$ cat src/hw/supervisor_params.svh
`ifndef SUPERVISOR_PARAMS_SVH
`define SUPERVISOR_PARAMS_SVH

// reset timeout and watchdog timeout, in time-base ticks
`define RST_TIMEOUT_TICKS   16'h0140
`define WD_TIMEOUT_TICKS    16'h0640
// time-base divider: one tick every this many clock cycles
`define TICK_DIV_CYCLES     16'h0028
// switchover ratio 1.01 as 101/100
`define RATIO_NUM           8'h65
`define RATIO_DEN           8'h64
`define VOLT_W              12

`endif

$ cat src/hw/supervisor_pkg.sv
package supervisor_pkg;
    typedef enum logic [2:0]
    {
        RST_ON   = 3'b001,
        RST_HOLD = 3'b010,
        RST_OFF  = 3'b100
    } rst_state_t;
endpackage : supervisor_pkg

$ cat src/hw/tick_counter.sv
`timescale 1ns/1ps
// counter that counts ticks while enabled, restarts on clr, flags reaching LIMIT
module tick_counter #(
    parameter int W = 16
) (
    input  wire logic         clk_i,    // clock
    input  wire logic         arst_n_i, // async reset
    input  wire logic         clr_i,    // restart count
    input  wire logic         tick_i,   // count enable tick
    input  wire logic [W-1:0] limit_i,  // terminal count
    output logic              done_o    // count reached limit
);
    logic [W-1:0] cnt_r;
    logic [W-1:0] cnt_nxt;
    wire          at_limit = (cnt_r >= limit_i);

    assign cnt_nxt = clr_i ? '0 : ((tick_i && !at_limit) ? cnt_r + 1'b1 : cnt_r);
    assign done_o  = at_limit && !clr_i;

    always_ff @(posedge clk_i or negedge arst_n_i)
    begin
        if (!arst_n_i)
            cnt_r <= '0;
        else
            cnt_r <= cnt_nxt;
    end
endmodule : tick_counter

$ cat src/hw/supervisor_reset_watchdog.sv
// How it works
// reset low while supply low or manual low
// hold reset one timeout after sources clear
// watchdog expiry gives one reset-timeout pulse
// watchdog runout also drives reset low
// watchdog restarts on any edge or reset
// undriven watchdog input disables watchdog
// undriven manual reset reads as deasserted
// battery-on flag high in backup mode
// power-fail output with hysteresis
// output to battery: reset and battery higher
// output to supply otherwise
// in reset, leave backup only above 1.01 times battery
// timeouts are tick-count parameters
`timescale 1ns/1ps
`include "supervisor_params.svh"
module supervisor_reset_watchdog #(
    parameter int CW          = 16,
    parameter int RST_TICKS   = `RST_TIMEOUT_TICKS,
    parameter int WD_TICKS    = `WD_TIMEOUT_TICKS,
    parameter int DIV_CYCLES  = `TICK_DIV_CYCLES,
    parameter int VW          = `VOLT_W
) (
    input  wire logic          SYS_CLK_I,            // 40 MHz clock
    input  wire logic          ARST_N_I,             // async reset, active low
    input  wire logic          SUPPLY_LOW_I,         // supply below reset threshold
    input  wire logic          MANUAL_RESET_N_I,     // manual reset, active low
    input  wire logic          MANUAL_RESET_OE_I,    // manual reset pin is driven
    input  wire logic          WATCHDOG_KICK_IN_I,   // watchdog input level
    input  wire logic          WATCHDOG_KICK_OE_I,   // watchdog input is driven
    input  wire logic          PF_BELOW_I,           // sense below threshold
    input  wire logic          PF_ABOVE_HYS_I,       // sense above threshold+hysteresis
    input  wire logic [VW-1:0] SUPPLY_LEVEL_I,       // main supply level code
    input  wire logic [VW-1:0] BACKUP_CELL_INPUT_I,  // battery level code
    output logic               RESET_N_O,            // reset out, active low
    output logic               BACKUP_ACTIVE_FLAG_O, // battery-backup mode
    output logic               POWER_FAIL_OUT_N_O,   // power-fail out, active low
    output logic               OUT_FROM_BACKUP_CELL_INPUT_O       // switched output on battery
);
    // counts must fit the counter width, and the shift below must stay inside an int
    if (CW < 2 || CW > 30 || VW < 1 ||
        RST_TICKS < 1 || WD_TICKS < 1 || DIV_CYCLES < 1 ||
        RST_TICKS >= (1 << CW) || WD_TICKS >= (1 << CW) || DIV_CYCLES >= (1 << CW))
    begin : g_bad_timing
        $error("supervisor: timing parameter out of range");
    end

    // free-running time base
    logic [CW-1:0] div_r;
    wire           tick = (div_r == CW'(DIV_CYCLES - 1));
    always_ff @(posedge SYS_CLK_I or negedge ARST_N_I)
    begin
        if (!ARST_N_I)
            div_r <= '0;
        else
            div_r <= tick ? '0 : div_r + 1'b1;
    end

    // a floating pin is pulled up, so only a driven low counts
    wire mr_active = MANUAL_RESET_OE_I && !MANUAL_RESET_N_I;
    wire src_low   = SUPPLY_LOW_I || mr_active;

    // watchdog edge detect; a floating input is serviced internally
    logic wdi_r;
    always_ff @(posedge SYS_CLK_I or negedge ARST_N_I)
    begin
        if (!ARST_N_I)
            wdi_r <= 1'b0;
        else
            wdi_r <= WATCHDOG_KICK_IN_I;
    end
    wire wd_edge  = WATCHDOG_KICK_OE_I && (wdi_r != WATCHDOG_KICK_IN_I);
    wire wd_off   = !WATCHDOG_KICK_OE_I;

    supervisor_pkg::rst_state_t st_r;
    supervisor_pkg::rst_state_t st_nxt;
    wire in_reset = (st_r != supervisor_pkg::RST_OFF);
    wire wd_clr   = wd_edge || wd_off || in_reset;
    wire wd_done;
    wire rt_done;

    tick_counter #(.W(CW)) u_wd (
        .clk_i    (SYS_CLK_I),
        .arst_n_i (ARST_N_I),
        .clr_i    (wd_clr),
        .tick_i   (tick),
        .limit_i  (CW'(WD_TICKS)),
        .done_o   (wd_done)
    );

    tick_counter #(.W(CW)) u_rt (
        .clk_i    (SYS_CLK_I),
        .arst_n_i (ARST_N_I),
        .clr_i    (st_r != supervisor_pkg::RST_HOLD),
        .tick_i   (tick),
        .limit_i  (CW'(RST_TICKS)),
        .done_o   (rt_done)
    );

    always_comb
    begin
        st_nxt = st_r;
        unique case (st_r)
            supervisor_pkg::RST_ON:
                if (!src_low)
                    st_nxt = supervisor_pkg::RST_HOLD;
            supervisor_pkg::RST_HOLD:
                if (src_low)
                    st_nxt = supervisor_pkg::RST_ON;
                else if (rt_done)
                    st_nxt = supervisor_pkg::RST_OFF;
            supervisor_pkg::RST_OFF:
                if (src_low)
                    st_nxt = supervisor_pkg::RST_ON;
                else if (wd_done)
                    st_nxt = supervisor_pkg::RST_HOLD;
            default:
                st_nxt = supervisor_pkg::RST_ON;
        endcase
    end

    always_ff @(posedge SYS_CLK_I or negedge ARST_N_I)
    begin
        if (!ARST_N_I)
            st_r <= supervisor_pkg::RST_ON;
        else
            st_r <= st_nxt;
    end

    // power-fail comparator with hysteresis
    logic pfo_r;
    always_ff @(posedge SYS_CLK_I or negedge ARST_N_I)
    begin
        if (!ARST_N_I)
            pfo_r <= 1'b1;
        else if (PF_BELOW_I)
            pfo_r <= 1'b0;
        else if (PF_ABOVE_HYS_I)
            pfo_r <= 1'b1;
    end

    // supply switchover; the 1.01 ratio gives hysteresis against chatter
    localparam int PW = VW + 8;
    wire [PW-1:0] vcc_scaled  = PW'(SUPPLY_LEVEL_I) * PW'(`RATIO_DEN);
    wire [PW-1:0] backup_cell_input_scaled = PW'(BACKUP_CELL_INPUT_I) * PW'(`RATIO_NUM);
    wire          backup_cell_input_higher = BACKUP_CELL_INPUT_I > SUPPLY_LEVEL_I;
    wire          vcc_back    = vcc_scaled > backup_cell_input_scaled;
    logic         backup_cell_input_r;
    always_ff @(posedge SYS_CLK_I or negedge ARST_N_I)
    begin
        if (!ARST_N_I)
            backup_cell_input_r <= 1'b0;
        else if (!backup_cell_input_r && in_reset && backup_cell_input_higher)
            backup_cell_input_r <= 1'b1;
        else if (backup_cell_input_r && (!in_reset || vcc_back))
            backup_cell_input_r <= 1'b0;
    end

    assign RESET_N_O            = !in_reset;
    assign BACKUP_ACTIVE_FLAG_O = backup_cell_input_r;
    assign OUT_FROM_BACKUP_CELL_INPUT_O      = backup_cell_input_r;
    assign POWER_FAIL_OUT_N_O   = pfo_r;

    property p_src_resets;
        @(posedge SYS_CLK_I) disable iff (!ARST_N_I)
        src_low |=> !RESET_N_O;
    endproperty
    a_src_resets: assert property (p_src_resets) else $error("reset not low with source");

    property p_hold;
        @(posedge SYS_CLK_I) disable iff (!ARST_N_I)
        (st_r == supervisor_pkg::RST_ON && !src_low) |=> !RESET_N_O [*2];
    endproperty
    a_hold: assert property (p_hold) else $error("reset released without timeout");

    property p_wd_pulse;
        @(posedge SYS_CLK_I) disable iff (!ARST_N_I)
        (RESET_N_O && wd_done && !src_low) |=> !RESET_N_O;
    endproperty
    a_wd_pulse: assert property (p_wd_pulse) else $error("watchdog did not reset");

    property p_wd_low;
        @(posedge SYS_CLK_I) disable iff (!ARST_N_I)
        $fell(RESET_N_O) |-> ($past(src_low) || $past(wd_done));
    endproperty
    a_wd_low: assert property (p_wd_low) else $error("reset without cause");

    property p_wd_clr;
        @(posedge SYS_CLK_I) disable iff (!ARST_N_I)
        wd_clr |=> !wd_done;
    endproperty
    a_wd_clr: assert property (p_wd_clr) else $error("watchdog not cleared");

    property p_wd_off;
        @(posedge SYS_CLK_I) disable iff (!ARST_N_I)
        (wd_off && RESET_N_O && !src_low) |=> RESET_N_O;
    endproperty
    a_wd_off: assert property (p_wd_off) else $error("disabled watchdog fired");

    property p_mr_float;
        @(posedge SYS_CLK_I) disable iff (!ARST_N_I)
        (!MANUAL_RESET_OE_I && !SUPPLY_LOW_I && RESET_N_O && !wd_done) |=> RESET_N_O;
    endproperty
    a_mr_float: assert property (p_mr_float) else $error("floating manual reset acted");

    property p_pfo;
        @(posedge SYS_CLK_I) disable iff (!ARST_N_I)
        PF_BELOW_I |=> !POWER_FAIL_OUT_N_O;
    endproperty
    a_pfo: assert property (p_pfo) else $error("power-fail output not low");

    property p_to_backup_cell_input;
        @(posedge SYS_CLK_I) disable iff (!ARST_N_I)
        $rose(OUT_FROM_BACKUP_CELL_INPUT_O) |-> $past(in_reset) && $past(backup_cell_input_higher);
    endproperty
    a_to_backup_cell_input: assert property (p_to_backup_cell_input) else $error("bad switch to battery");

    property p_to_vcc;
        @(posedge SYS_CLK_I) disable iff (!ARST_N_I)
        (OUT_FROM_BACKUP_CELL_INPUT_O && !in_reset) |=> !OUT_FROM_BACKUP_CELL_INPUT_O;
    endproperty
    a_to_vcc: assert property (p_to_vcc) else $error("battery kept out of reset");
endmodule : supervisor_reset_watchdog

$ cat config.mk
export PLATFORM = sky130hd
export DESIGN_NAME = supervisor_reset_watchdog
export DESIGN_NICKNAME = d
export VERILOG_FILES = /design/src/hw/supervisor_pkg.sv /design/src/hw/tick_counter.sv /design/src/hw/supervisor_reset_watchdog.sv
export VERILOG_INCLUDE_DIRS = /design/src /design/src/hw
export SDC_FILE = /design/constraint.sdc
export NUM_CORES = 1
export LEC_CHECK = 0
export ABC_AREA = 1
export BUFFER_PORTS_ARGS = -buffer_cell sky130_fd_sc_hd__buf_4
export CAP_MARGIN = 30
export CORE_UTILIZATION = 50
export CTS_CLUSTER_DIAMETER = 60
export DETAILED_ROUTE_END_ITERATION = 7
export HOLD_SLACK_MARGIN = 0.02
export PLACE_DENSITY = 0.71
export SYNTH_ARGS = -nofsm -noshare
export SYNTH_HDL_FRONTEND = slang
export SYNTH_SLANG_ARGS = --single-unit
$ cat constraint.sdc
create_clock -name SYS_CLK_I -period 1.8 [get_ports SYS_CLK_I]
set_clock_uncertainty 0.2 [all_clocks]
set_input_delay 0.18 -clock SYS_CLK_I [delete_from_list [all_inputs] [get_ports SYS_CLK_I]]
set_output_delay 0.18 -clock SYS_CLK_I [all_outputs]
set_load 0.005 [all_outputs]
# Word level (Yosys, flattened, before mapping)
# Cells that the tools add are included.
# classes
multipliers	2
n_div	0
bitwise_logic	0
n_reduce_logical	26
muxes	15
eq_ne	10
shifts	0
magnitude_cmp	4
n_addsub	3
# ops
op	count
$mux 16	5
$add 16x1->16 const B	3
$gt 19x19->1	1
$mul 12x7->19 const B	1
$mul 12x5->17 const B	1
$eq 16x6->1 const B	1
$ge 16x11->1 const B	1
$ge 16x9->1 const B	1
$mux 3	5
$gt 12x12->1	1
$logic_and 1x1->1	9
$pmux 3 s3	1
$logic_not 1->1	8
$reduce_bool 2->1	4
$ne 3x2->1 const B	2
$ne 3x3->1 const B	2
$logic_or 1x1->1	4
$mux 1	4
$eq 3x1->1 const B	1
$eq 3x2->1 const B	1
$eq 3x3->1 const B	1
$reduce_and 3->1	1
$ne 2x2->1 const B	1
$ne 1x1->1	1
# word_totals
mem_bits_ro	0
n_memories	0
regBits	54
out_inout_bits	4
ramBits	0
input_bits	33
elab_cells	67
latchBits	0

# Longest topological paths before layout
# Gate-level depths: netlist of run 1.
# depth
word_depth	9
ltp_mapped	27
depth_no_buf	27

# Hierarchy
# Synthesis of run 1 repeated with hierarchy kept, for this count alone.
# unflattened
hier_cells	1075
hier_area_um2	7703.6
# by_module_without_submodules
module	seq_area_each_um2	instances	cells_per_inst	area_each_um2
supervisor_reset_watchdog	553.0	1	651	4793.3
tick_counter	400.4	2	212	1455.1

# Worst setup path after synthesis of run 1
# Ideal clock, no wire load.
# synth_path
path_kind	input-to-reg
startpoint	input port BACKUP_CELL_INPUT_I[5]
endpoint	register backup_cell_input_r (netlist: BACKUP_ACTIVE_FLAG_O)
path_slack_ps	-2147
stages	25
t_arrival_ps	3632
setup_ps	115
required_ps	1485
n_path_buf	0
cell_sequence	ha_1 fa_1 ha_1 inv_1 fa_1 inv_1 ha_1 inv_1 o21ai_0 a21oi_1 nor2_1 nor2_1 nand2_1 nand2_1 nand2_1 ha_1 nand2_1 nor2_1 nand2_1 nor2_1 o21ai_0 nand3_1 nand2_1 inv_1 nor2_1
# synth_between
elab_chain_cells	5
elab_cells_between_ends	8
cone_classes	mul (1); order compare (2); mux (1); reduce/logical (4)
# synth_rtl
element	line	text
start, declared	supervisor_reset_watchdog.sv:34	input wire logic [VW-1:0] BACKUP_CELL_INPUT_I,
$mul 12x7->19	supervisor_reset_watchdog.sv:145	wire [PW-1:0] backup_cell_input_scaled = PW'(BACKUP_CELL_INPUT_I) * PW'(`RATIO_NUM);
$gt 19x19->1	supervisor_reset_watchdog.sv:147	wire vcc_back = vcc_scaled > backup_cell_input_scaled;
$logic_or 1x1->1	supervisor_reset_watchdog.sv:155	else if (backup_cell_input_r && (!in_reset || vcc_back))
$logic_and 1x1->1	supervisor_reset_watchdog.sv:155	
$reduce_bool 2->1 (no source line)	--	
end signal, assigned	supervisor_reset_watchdog.sv:152	backup_cell_input_r <= 1'b0;
end signal, assigned	supervisor_reset_watchdog.sv:154	backup_cell_input_r <= 1'b1;
end signal, assigned	supervisor_reset_watchdog.sv:156	backup_cell_input_r <= 1'b0;
end, declared	supervisor_reset_watchdog.sv:148	logic backup_cell_input_r;
# Several ways; a longest one is shown, not always the timed one.
# A chain may end at the register's enable or synchronous reset.

# Worst setup path after layout of run 1
# Same ends and word-level chain as after synthesis.

==> flow_summary.yaml, run 1 <==
clock_tree:
  clock-sinks: 54
  htreeDepth: 2
  cts.reportedPaths.clkPinSlew_ps: 70
  cts_buffer_depth: 2
  numCtsBuffers: 5
  clkLatencyLatePin_ps: 300
  cts_tree: "done"
  clockRootBuffer: "clkbuf_16"
logic_synthesis:
  yosysSeqAreaShare: 0.209
  synth-seq-cells: 54
  synth_nets: 1041
  syn_area_um2: 6470
  synth_xor_area_frac: 0.0568
  synth_top_family_by_area: "adder cells"
  synth_top_area_cell: "ha_1"
  synth_cells: 857
  synth.distinct_cells: 41
  synth-simple-area-share: 0.238
  yosys.area_share.adder: 0.315
  yosys_warnings: 0
  synth-compound-area-share: 0.0700
  synthTopCellsByArea: "ha_1 25%, dfrtp_1 20%, inv_1 10%, nand2_1 9.5%, fa_1 6.2%"
  syn-mean-instance-area_um2: 7.55
  synthMuxAreaShare: 0
  yosysTopAreaCellShare: 0.253
global_route:
  antenna_found_initial: 0
  grt_pass1_vias: 5636
  grt_pass1_wl_um: 24300
  grt_overflow_total: 0
  grt_use_total: 0.228
  grt_max_degree: 55
timing:
  tightest_slew_ps: 383
  fin_crit_ps: 3730
  worst_slack_ps: -1930
  slew-limit-headroom: 0.742
  max_freq_mhz: 268
  slew_violations: 0
  period_share: 2.07
  setup-violations-final: 13
  finalHoldViolations: 0
  rsz0062_at_grt: "true"
placement:
  io_buffers: 36
  place.gp.congestion: 0.875
  hpwl_um: 11600
  pre_cts_ws_ps: -2390
  placed_area_um2: 7820
setup_path:
  end_kind: "flop"
  rr_worst_depth: 11
  worst_setup_path_start_kind: "input pin"
  worstPathRequired_ps: 1800
  timing.critical_path.arrival_ps: 3720
  crit_path_max_fanout: 4
  path_class: "input pin to flop"
floorplanning:
  dieHeight_um: 116
  core.rowCount: 41
  dieArea_um2: 13400
  die_w_um: 116
  core-area_um2: 12600
  initial_utilization: 0.513
  ios: 37
job:
  max_cap_violations: 0
cells_and_area:
  fin_util: 0.666
  fillers: 1082
  fin_area_um2: 8410
  diodes: 0
  area_growth_pct: 29.9
  fin_nets: 1189
  final_layout_size_suffix_gt1_frac: 0.261
detailed_routing:
  routed_wl_um: 14300
  first_pass_iters: 4
  drc: 0
  dr_total_vias: 5709
  vias_per_cell: 4.85
  wl_per_cell_um: 12.1
  drt_iter0_drc: 167
  drtAntennaViolNets: 0
min_path:
  min_path_type: "input pin to flop"
  hold_depth: 4
power_and_ir_drop:
  max-vdd-ir-drop_mv: 0.664
  p_per_area_nw_per_um2: 830
  p_leak_nw: 4.56
run_status:
  violations: "setup timing"
  outcome: "finished with violations"
## cell families (layout without fill, tap and decap cells)
family / Yosys count / count (layout)
adders and majority gates: 151 / 151
AOI/OAI and AO/OA: 80 / 80
DFF: 54 / 54
buffers and inverters: 184 / 333
xor gates and xnor gates: 42 / 42
and+or+nand+nor: 346 / 346
## sequential cells by signal, summed over array words and instances, names as in the netlist
name	cells
wdi_r	1
u_rt.cnt_r	16
div_r	16
u_wd.cnt_r	16
POWER_FAIL_OUT_N_O	1
BACKUP_ACTIVE_FLAG_O	1
st_r	3
## Yosys cell counts (all sizes together)
library cell,n
nand4,15
nor3,16
a21o,2
o21a,1
o211ai,2
buf,5
or2,2
fa,20
nand2,165
dfstp,2
xnor2,14
a31oi,2
xor2,28
nor4,2
o21bai,3
nand3b,2
nand3,53
nor2,91
a31o,1
o21ai,34
inv,179
dfrtp,52
o31ai,3
ha,131
a21oi,32
## path summary, 6_finish.rpt
| kind | start | slack (ps) | endpoint |
|---|---|---|---|
| setup reg to reg | div_r[1] | -30 | u_wd.cnt_r[6] |
| min in group asynchronous | ARST_N_I | 200 | div_r[12] |
| hold / removal | MANUAL_RESET_OE_I | 40 | st_r[1] |
| hold reg to reg | div_r[15] | 290 | div_r[15] |
| max in group asynchronous | ARST_N_I | 900 | st_r[0] |
| setup / recovery | BACKUP_CELL_INPUT_I[5] | -1930 | BACKUP_ACTIVE_FLAG_O |
## layout by cell type, fill, tap and decap left out, types with 3 or more instances in the layout
cell type      instances
buf_4                131
nand2_4                3
nor2_4                 5
ha_1                 115
xor2_1                28
nor2_1                69
ha_4                  15
o31ai_1                3
inv_1                163
a21oi_1               26
nand3_1               45
buf_6                  5
xnor2_1               14
dfrtp_1               52
nor3_2                 3
inv_2                 14
nor3_1                10
dlygate4sd3_1          6
nor2_2                17
nand2_1              142
nand4_1               14
fa_1                  18
o21ai_2                8
nor3_4                 3
o21bai_1               3
clkbuf_16              5
nand3_2                6
a21oi_2                4
nand2_2               20
o21ai_1               12
o21ai_0               12
buf_12                 3
## power by group
part | internal, mW | switching, mW | total, mW
registers | 1.25 | 0.0309 | 1.28
logic | 2.18 | 2.54 | 4.72
clock network | 0.523 | 0.457 | 0.980
## what timing repair did
action,in CTS,in global routing
endpoints found under the setup margin,6,36
gates cloned,0,1
resized for setup,26,69
pin swaps,24,23
hold buffers,6,0
buffers inserted,1,5
hold endpoints to repair,59,0
## stage by stage
| step | hold WS (ps) | TNS, ps | std cells | total power [mW] |
|---|---|---|---|---|
| final | 36.0 | -2170 | 1178 | 6.98 |
| after global routing | 71.5 | -4280 | 1178 | 7.70 |
| after floorplan | -316 | -1890 | 857 | 4.16 |
| after detailed placement | -15.4 | -2390 | 1158 | 5.56 |
| after global placement | -17.2 | -2300 | 1158 | 5.50 |
| after CTS | 27.4 | -1900 | 1173 | 6.77 |
## layer usage
layer  global-route usage  vias up  wire length, um
li1                     -     3020                -
met1                0.277     2602             6440
met2                0.430       69             7330
met3               0.0173       18              256
met4               0.0632        0              276
met5                    0        -                0
## worst max-delay path, cell delays in order
cell and delay [ps]:
buf_4 140, ha_4 240, fa_1 470, ha_1 280, inv_1 50, fa_1 500
inv_2 50, ha_4 220, nand2_2 110, nor2_1 60, nor2_1 140, nor2_1 60
nor2_1 150, nand2_1 70, nand2_1 60, nand2_1 50, ha_1 290, nand2_2 80
nor2_4 130, nand2_2 70, nor2_1 80, o21ai_1 60, nand3_1 60, nand2_1 50
inv_1 40, nor2_1 30
## cell type report
| class | instances | area (um2) | share of cell area |
|---|---|---|---|
| Inverter | 179 | 679 | 0.0808 |
| Clock inverter | 3 | 25.0 | 0.00298 |
| Tap cell | 172 | 215 | 0.0256 |
| Timing Repair inverter | 1 | 7.51 | 0.000893 |
| Clock buffer | 5 | 125 | 0.0149 |
| Multi-Input combinational cell | 619 | 4840 | 0.576 |
| Sequential cell | 54 | 1350 | 0.161 |
| Timing Repair Buffer | 145 | 1160 | 0.138 |
No activity file was read; power rests on OpenSTA's default activity.
==> run 2, diff against run 1 <==
- REMOVE_ABC_BUFFERS: unset -> 1
==> run 2 against run 1 <==
The run still ends with setup timing left. Critical path depth is 3 lower. Highest routed layer unchanged. First-iteration DRC count is 22% higher. Combinational power is 4.4% higher. Worst hold slack worse by 20 ps. Setup slack worse by 77 ps. Design area is 1.1% higher. Non-clock buffer count stayed put. Final cell count stayed put. Utilization is 0.74 points higher. Global-route usage is 0.068 points lower. Flip-flop and latch count stayed put. Register-to-register slack worse by 50 ps.
==> flow_summary.yaml, run 2 (synthesis gave the netlist of run 1 again) <==
timing:
  max_freq_mhz: 263
  finalHoldViolations: 0
  fin_crit_ps: 3800
  period_share: 2.11
  tightest_slew_ps: 477
  tns_ps: -2640
  rsz0062_at_grt: "true"
  setup-violations-final: 17
  slew-limit-headroom: 0.680
  worst_slack_ps: -2000
  slew_violations: 0
placement:
  hpwl_um: 11500
  pre_cts_ws_ps: -2610
  io_buffers: 36
  dp.cells: 1152
  placed_area_um2: 7630
  place.gp.congestion: 0.864
detailed_routing:
  vias_per_cell: 4.92
  routed_wl_um: 14800
  first_pass_iters: 6
  drc: 0
  dr_total_vias: 5790
  drtAntennaViolNets: 0
  wl_per_cell_um: 12.6
  drt_iter0_drc: 204
setup_path:
  worstPathRequired_ps: 1820
  reg2reg_slack_ps: -80
  worst_setup_path_start_kind: "input pin"
  cp.depth: 23
  path_buf_inv: 6
  end_kind: "flop"
  path_class: "input pin to flop"
  r2r-end: "u_wd.cnt_r[8]"
  cp_top_family: "adder cells"
  timing.critical_path.arrival_ps: 3820
  critPathMostFrequentCell: "ha_1"
  cpPeakStageDelay_ps: 380
  r2r-start: "div_r[1]"
  cpMaxStageDelayCell: "ha_2"
  crit_path_max_fanout: 4
  rr_worst_depth: 10
  cp_cell_sequence: "buf_8 > buf_6 > buf_4 > inv_1 > ha_1 > ha_1 > ha_2 > ha_1 > ha_2 > nand2_1 > o21ai_2 > nand4_1 > nand3_1 > xor2_1 > ha_1 > nand2_1 > nor2_4 > buf_4 > a21oi_2 > nand3_1 > nand2_1 > inv_1 > nor2_1"
cells_and_area:
  stdcell_count: 1178
  fin_nets: 1189
  fin_util: 0.674
  area_growth_pct: 31.4
  final_layout_size_suffix_gt1_frac: 0.264
  final_common_cell: "inv_1"
  diodes: 0
  layout_common_cells: "163 x inv_1, 140 x nand2_1, 122 x buf_4, 111 x ha_1, 71 x nor2_1"
  fin_area_um2: 8500
  fillers: 1071
  largestRegisters: "div_r x16, u_rt.cnt_r x16, u_wd.cnt_r x16"
floorplanning:
  die_w_um: 116
  dieHeight_um: 116
  core.rowCount: 41
  initial_utilization: 0.513
  ios: 37
  core-area_um2: 12600
  dieArea_um2: 13400
power_and_ir_drop:
  max-vdd-ir-drop_mv: 0.801
  p_per_area_nw_per_um2: 842
  p_leak_nw: 4.61
global_route:
  grt_pass1_wl_um: 24300
  grt_use_total: 0.227
  grt_busiest_layer: "met2"
  use_met1: 0.279
  antenna_found_initial: 0
  globalRouteMet3Util: 0.0188
  gr-usage-met2: 0.429
  grt_overflow_total: 0
  grt_max_degree: 32
  grt_pass1_vias: 5548
clock_tree:
  htreeDepth: 2
  cts.reportedPaths.clkPinSlew_ps: 70
  clock-sinks: 54
  cts_buffer_depth: 2
  clkLatencyLatePin_ps: 290
  clockRootBuffer: "clkbuf_16"
  cts_tree: "done"
  numCtsBuffers: 5
run_status:
  violations: "setup timing"
  outcome: "finished with violations"
min_path:
  min_path_type: "input pin to flop"
  hold_start: "MANUAL_RESET_N_I"
  hold_end: "st_r[0]"
  hold_depth: 4
job:
  max_cap_violations: 0
run 2: cell count changes in the layout (fill, tap and decap cells not counted), moves of 3 or more:
cell / delta
o21ai_0: -3
o21ai_1: +3
buf_6: +6
nand2_4: +4
nor2_2: -3
ha_1: -4
buf_4: -9
run 2: worst max-delay path by stage:
| stage | slack, ps | from | endpoint |
|---|---|---|---|
| 6_report | -2000 | BACKUP_CELL_INPUT_I[1] | BACKUP_ACTIVE_FLAG_O |
| 5_1_grt | -2260 | BACKUP_CELL_INPUT_I[4] | BACKUP_ACTIVE_FLAG_O |
| 4_1_cts | -1930 | BACKUP_CELL_INPUT_I[2] | BACKUP_ACTIVE_FLAG_O |
| 3_5_place_dp | -2610 | BACKUP_CELL_INPUT_I[2] | BACKUP_ACTIVE_FLAG_O |
| 3_3_place_gp | -2480 | BACKUP_CELL_INPUT_I[5] | BACKUP_ACTIVE_FLAG_O |
| 2_1_floorplan | -2150 | BACKUP_CELL_INPUT_I[5] | BACKUP_ACTIVE_FLAG_O |
run 2: repair_timing:
action | in CTS | in global routing
hold buffers | 7 | 0
setup endpoints to repair | 1 | 36
gates resized for setup | 89 | 57
gates cloned | 0 | 2
hold endpoints to repair | 58 | 0
buffers inserted | 2 | 8
pin swaps | 51 | 13
run 2: final cells by class:
class | count | area, um2 | share of cell area
Clock buffer | 5 | 125 | 0.0147
Clock inverter | 3 | 18.8 | 0.00221
Inverter | 179 | 679 | 0.0799
Multi-Input combinational cell | 619 | 4890 | 0.576
Sequential cell | 54 | 1350 | 0.159
Tap cell | 172 | 215 | 0.0253
Timing Repair Buffer | 145 | 1210 | 0.142
Timing Repair inverter | 1 | 7.51 | 0.000883
run 2: power breakdown:
group          switching, mW  internal, mW  total [mW]
logic                   2.64          2.29        4.93
clock network          0.434         0.516       0.950
registers             0.0325          1.25        1.28
run 2: layer usage:
layer	vias to the layer above	routed length [um]
li1	3036	-
met1	2626	6570
met2	104	7610
met3	24	383
met4	0	253
met5	-	0
run 2: per-stage QoR:
step,hold WS [ps],total power [mW]
after floorplan,-316,3.94
after global placement,-61.1,5.26
after detailed placement,-59.4,5.36
after global routing,68.4,7.87
after CTS,64.7,7.05
final,15.8,7.16
run 2: worst reg2reg max path, stage by stage, from the launching register on:
cell     delay, ps
dfrtp_1        360
ha_2           200
nand2_2         70
inv_2           70
nand2_2         60
nor2_4         120
nand2_4         90
o21ai_4        250
buf_6          160
buf_6          130
o21ai_1         60
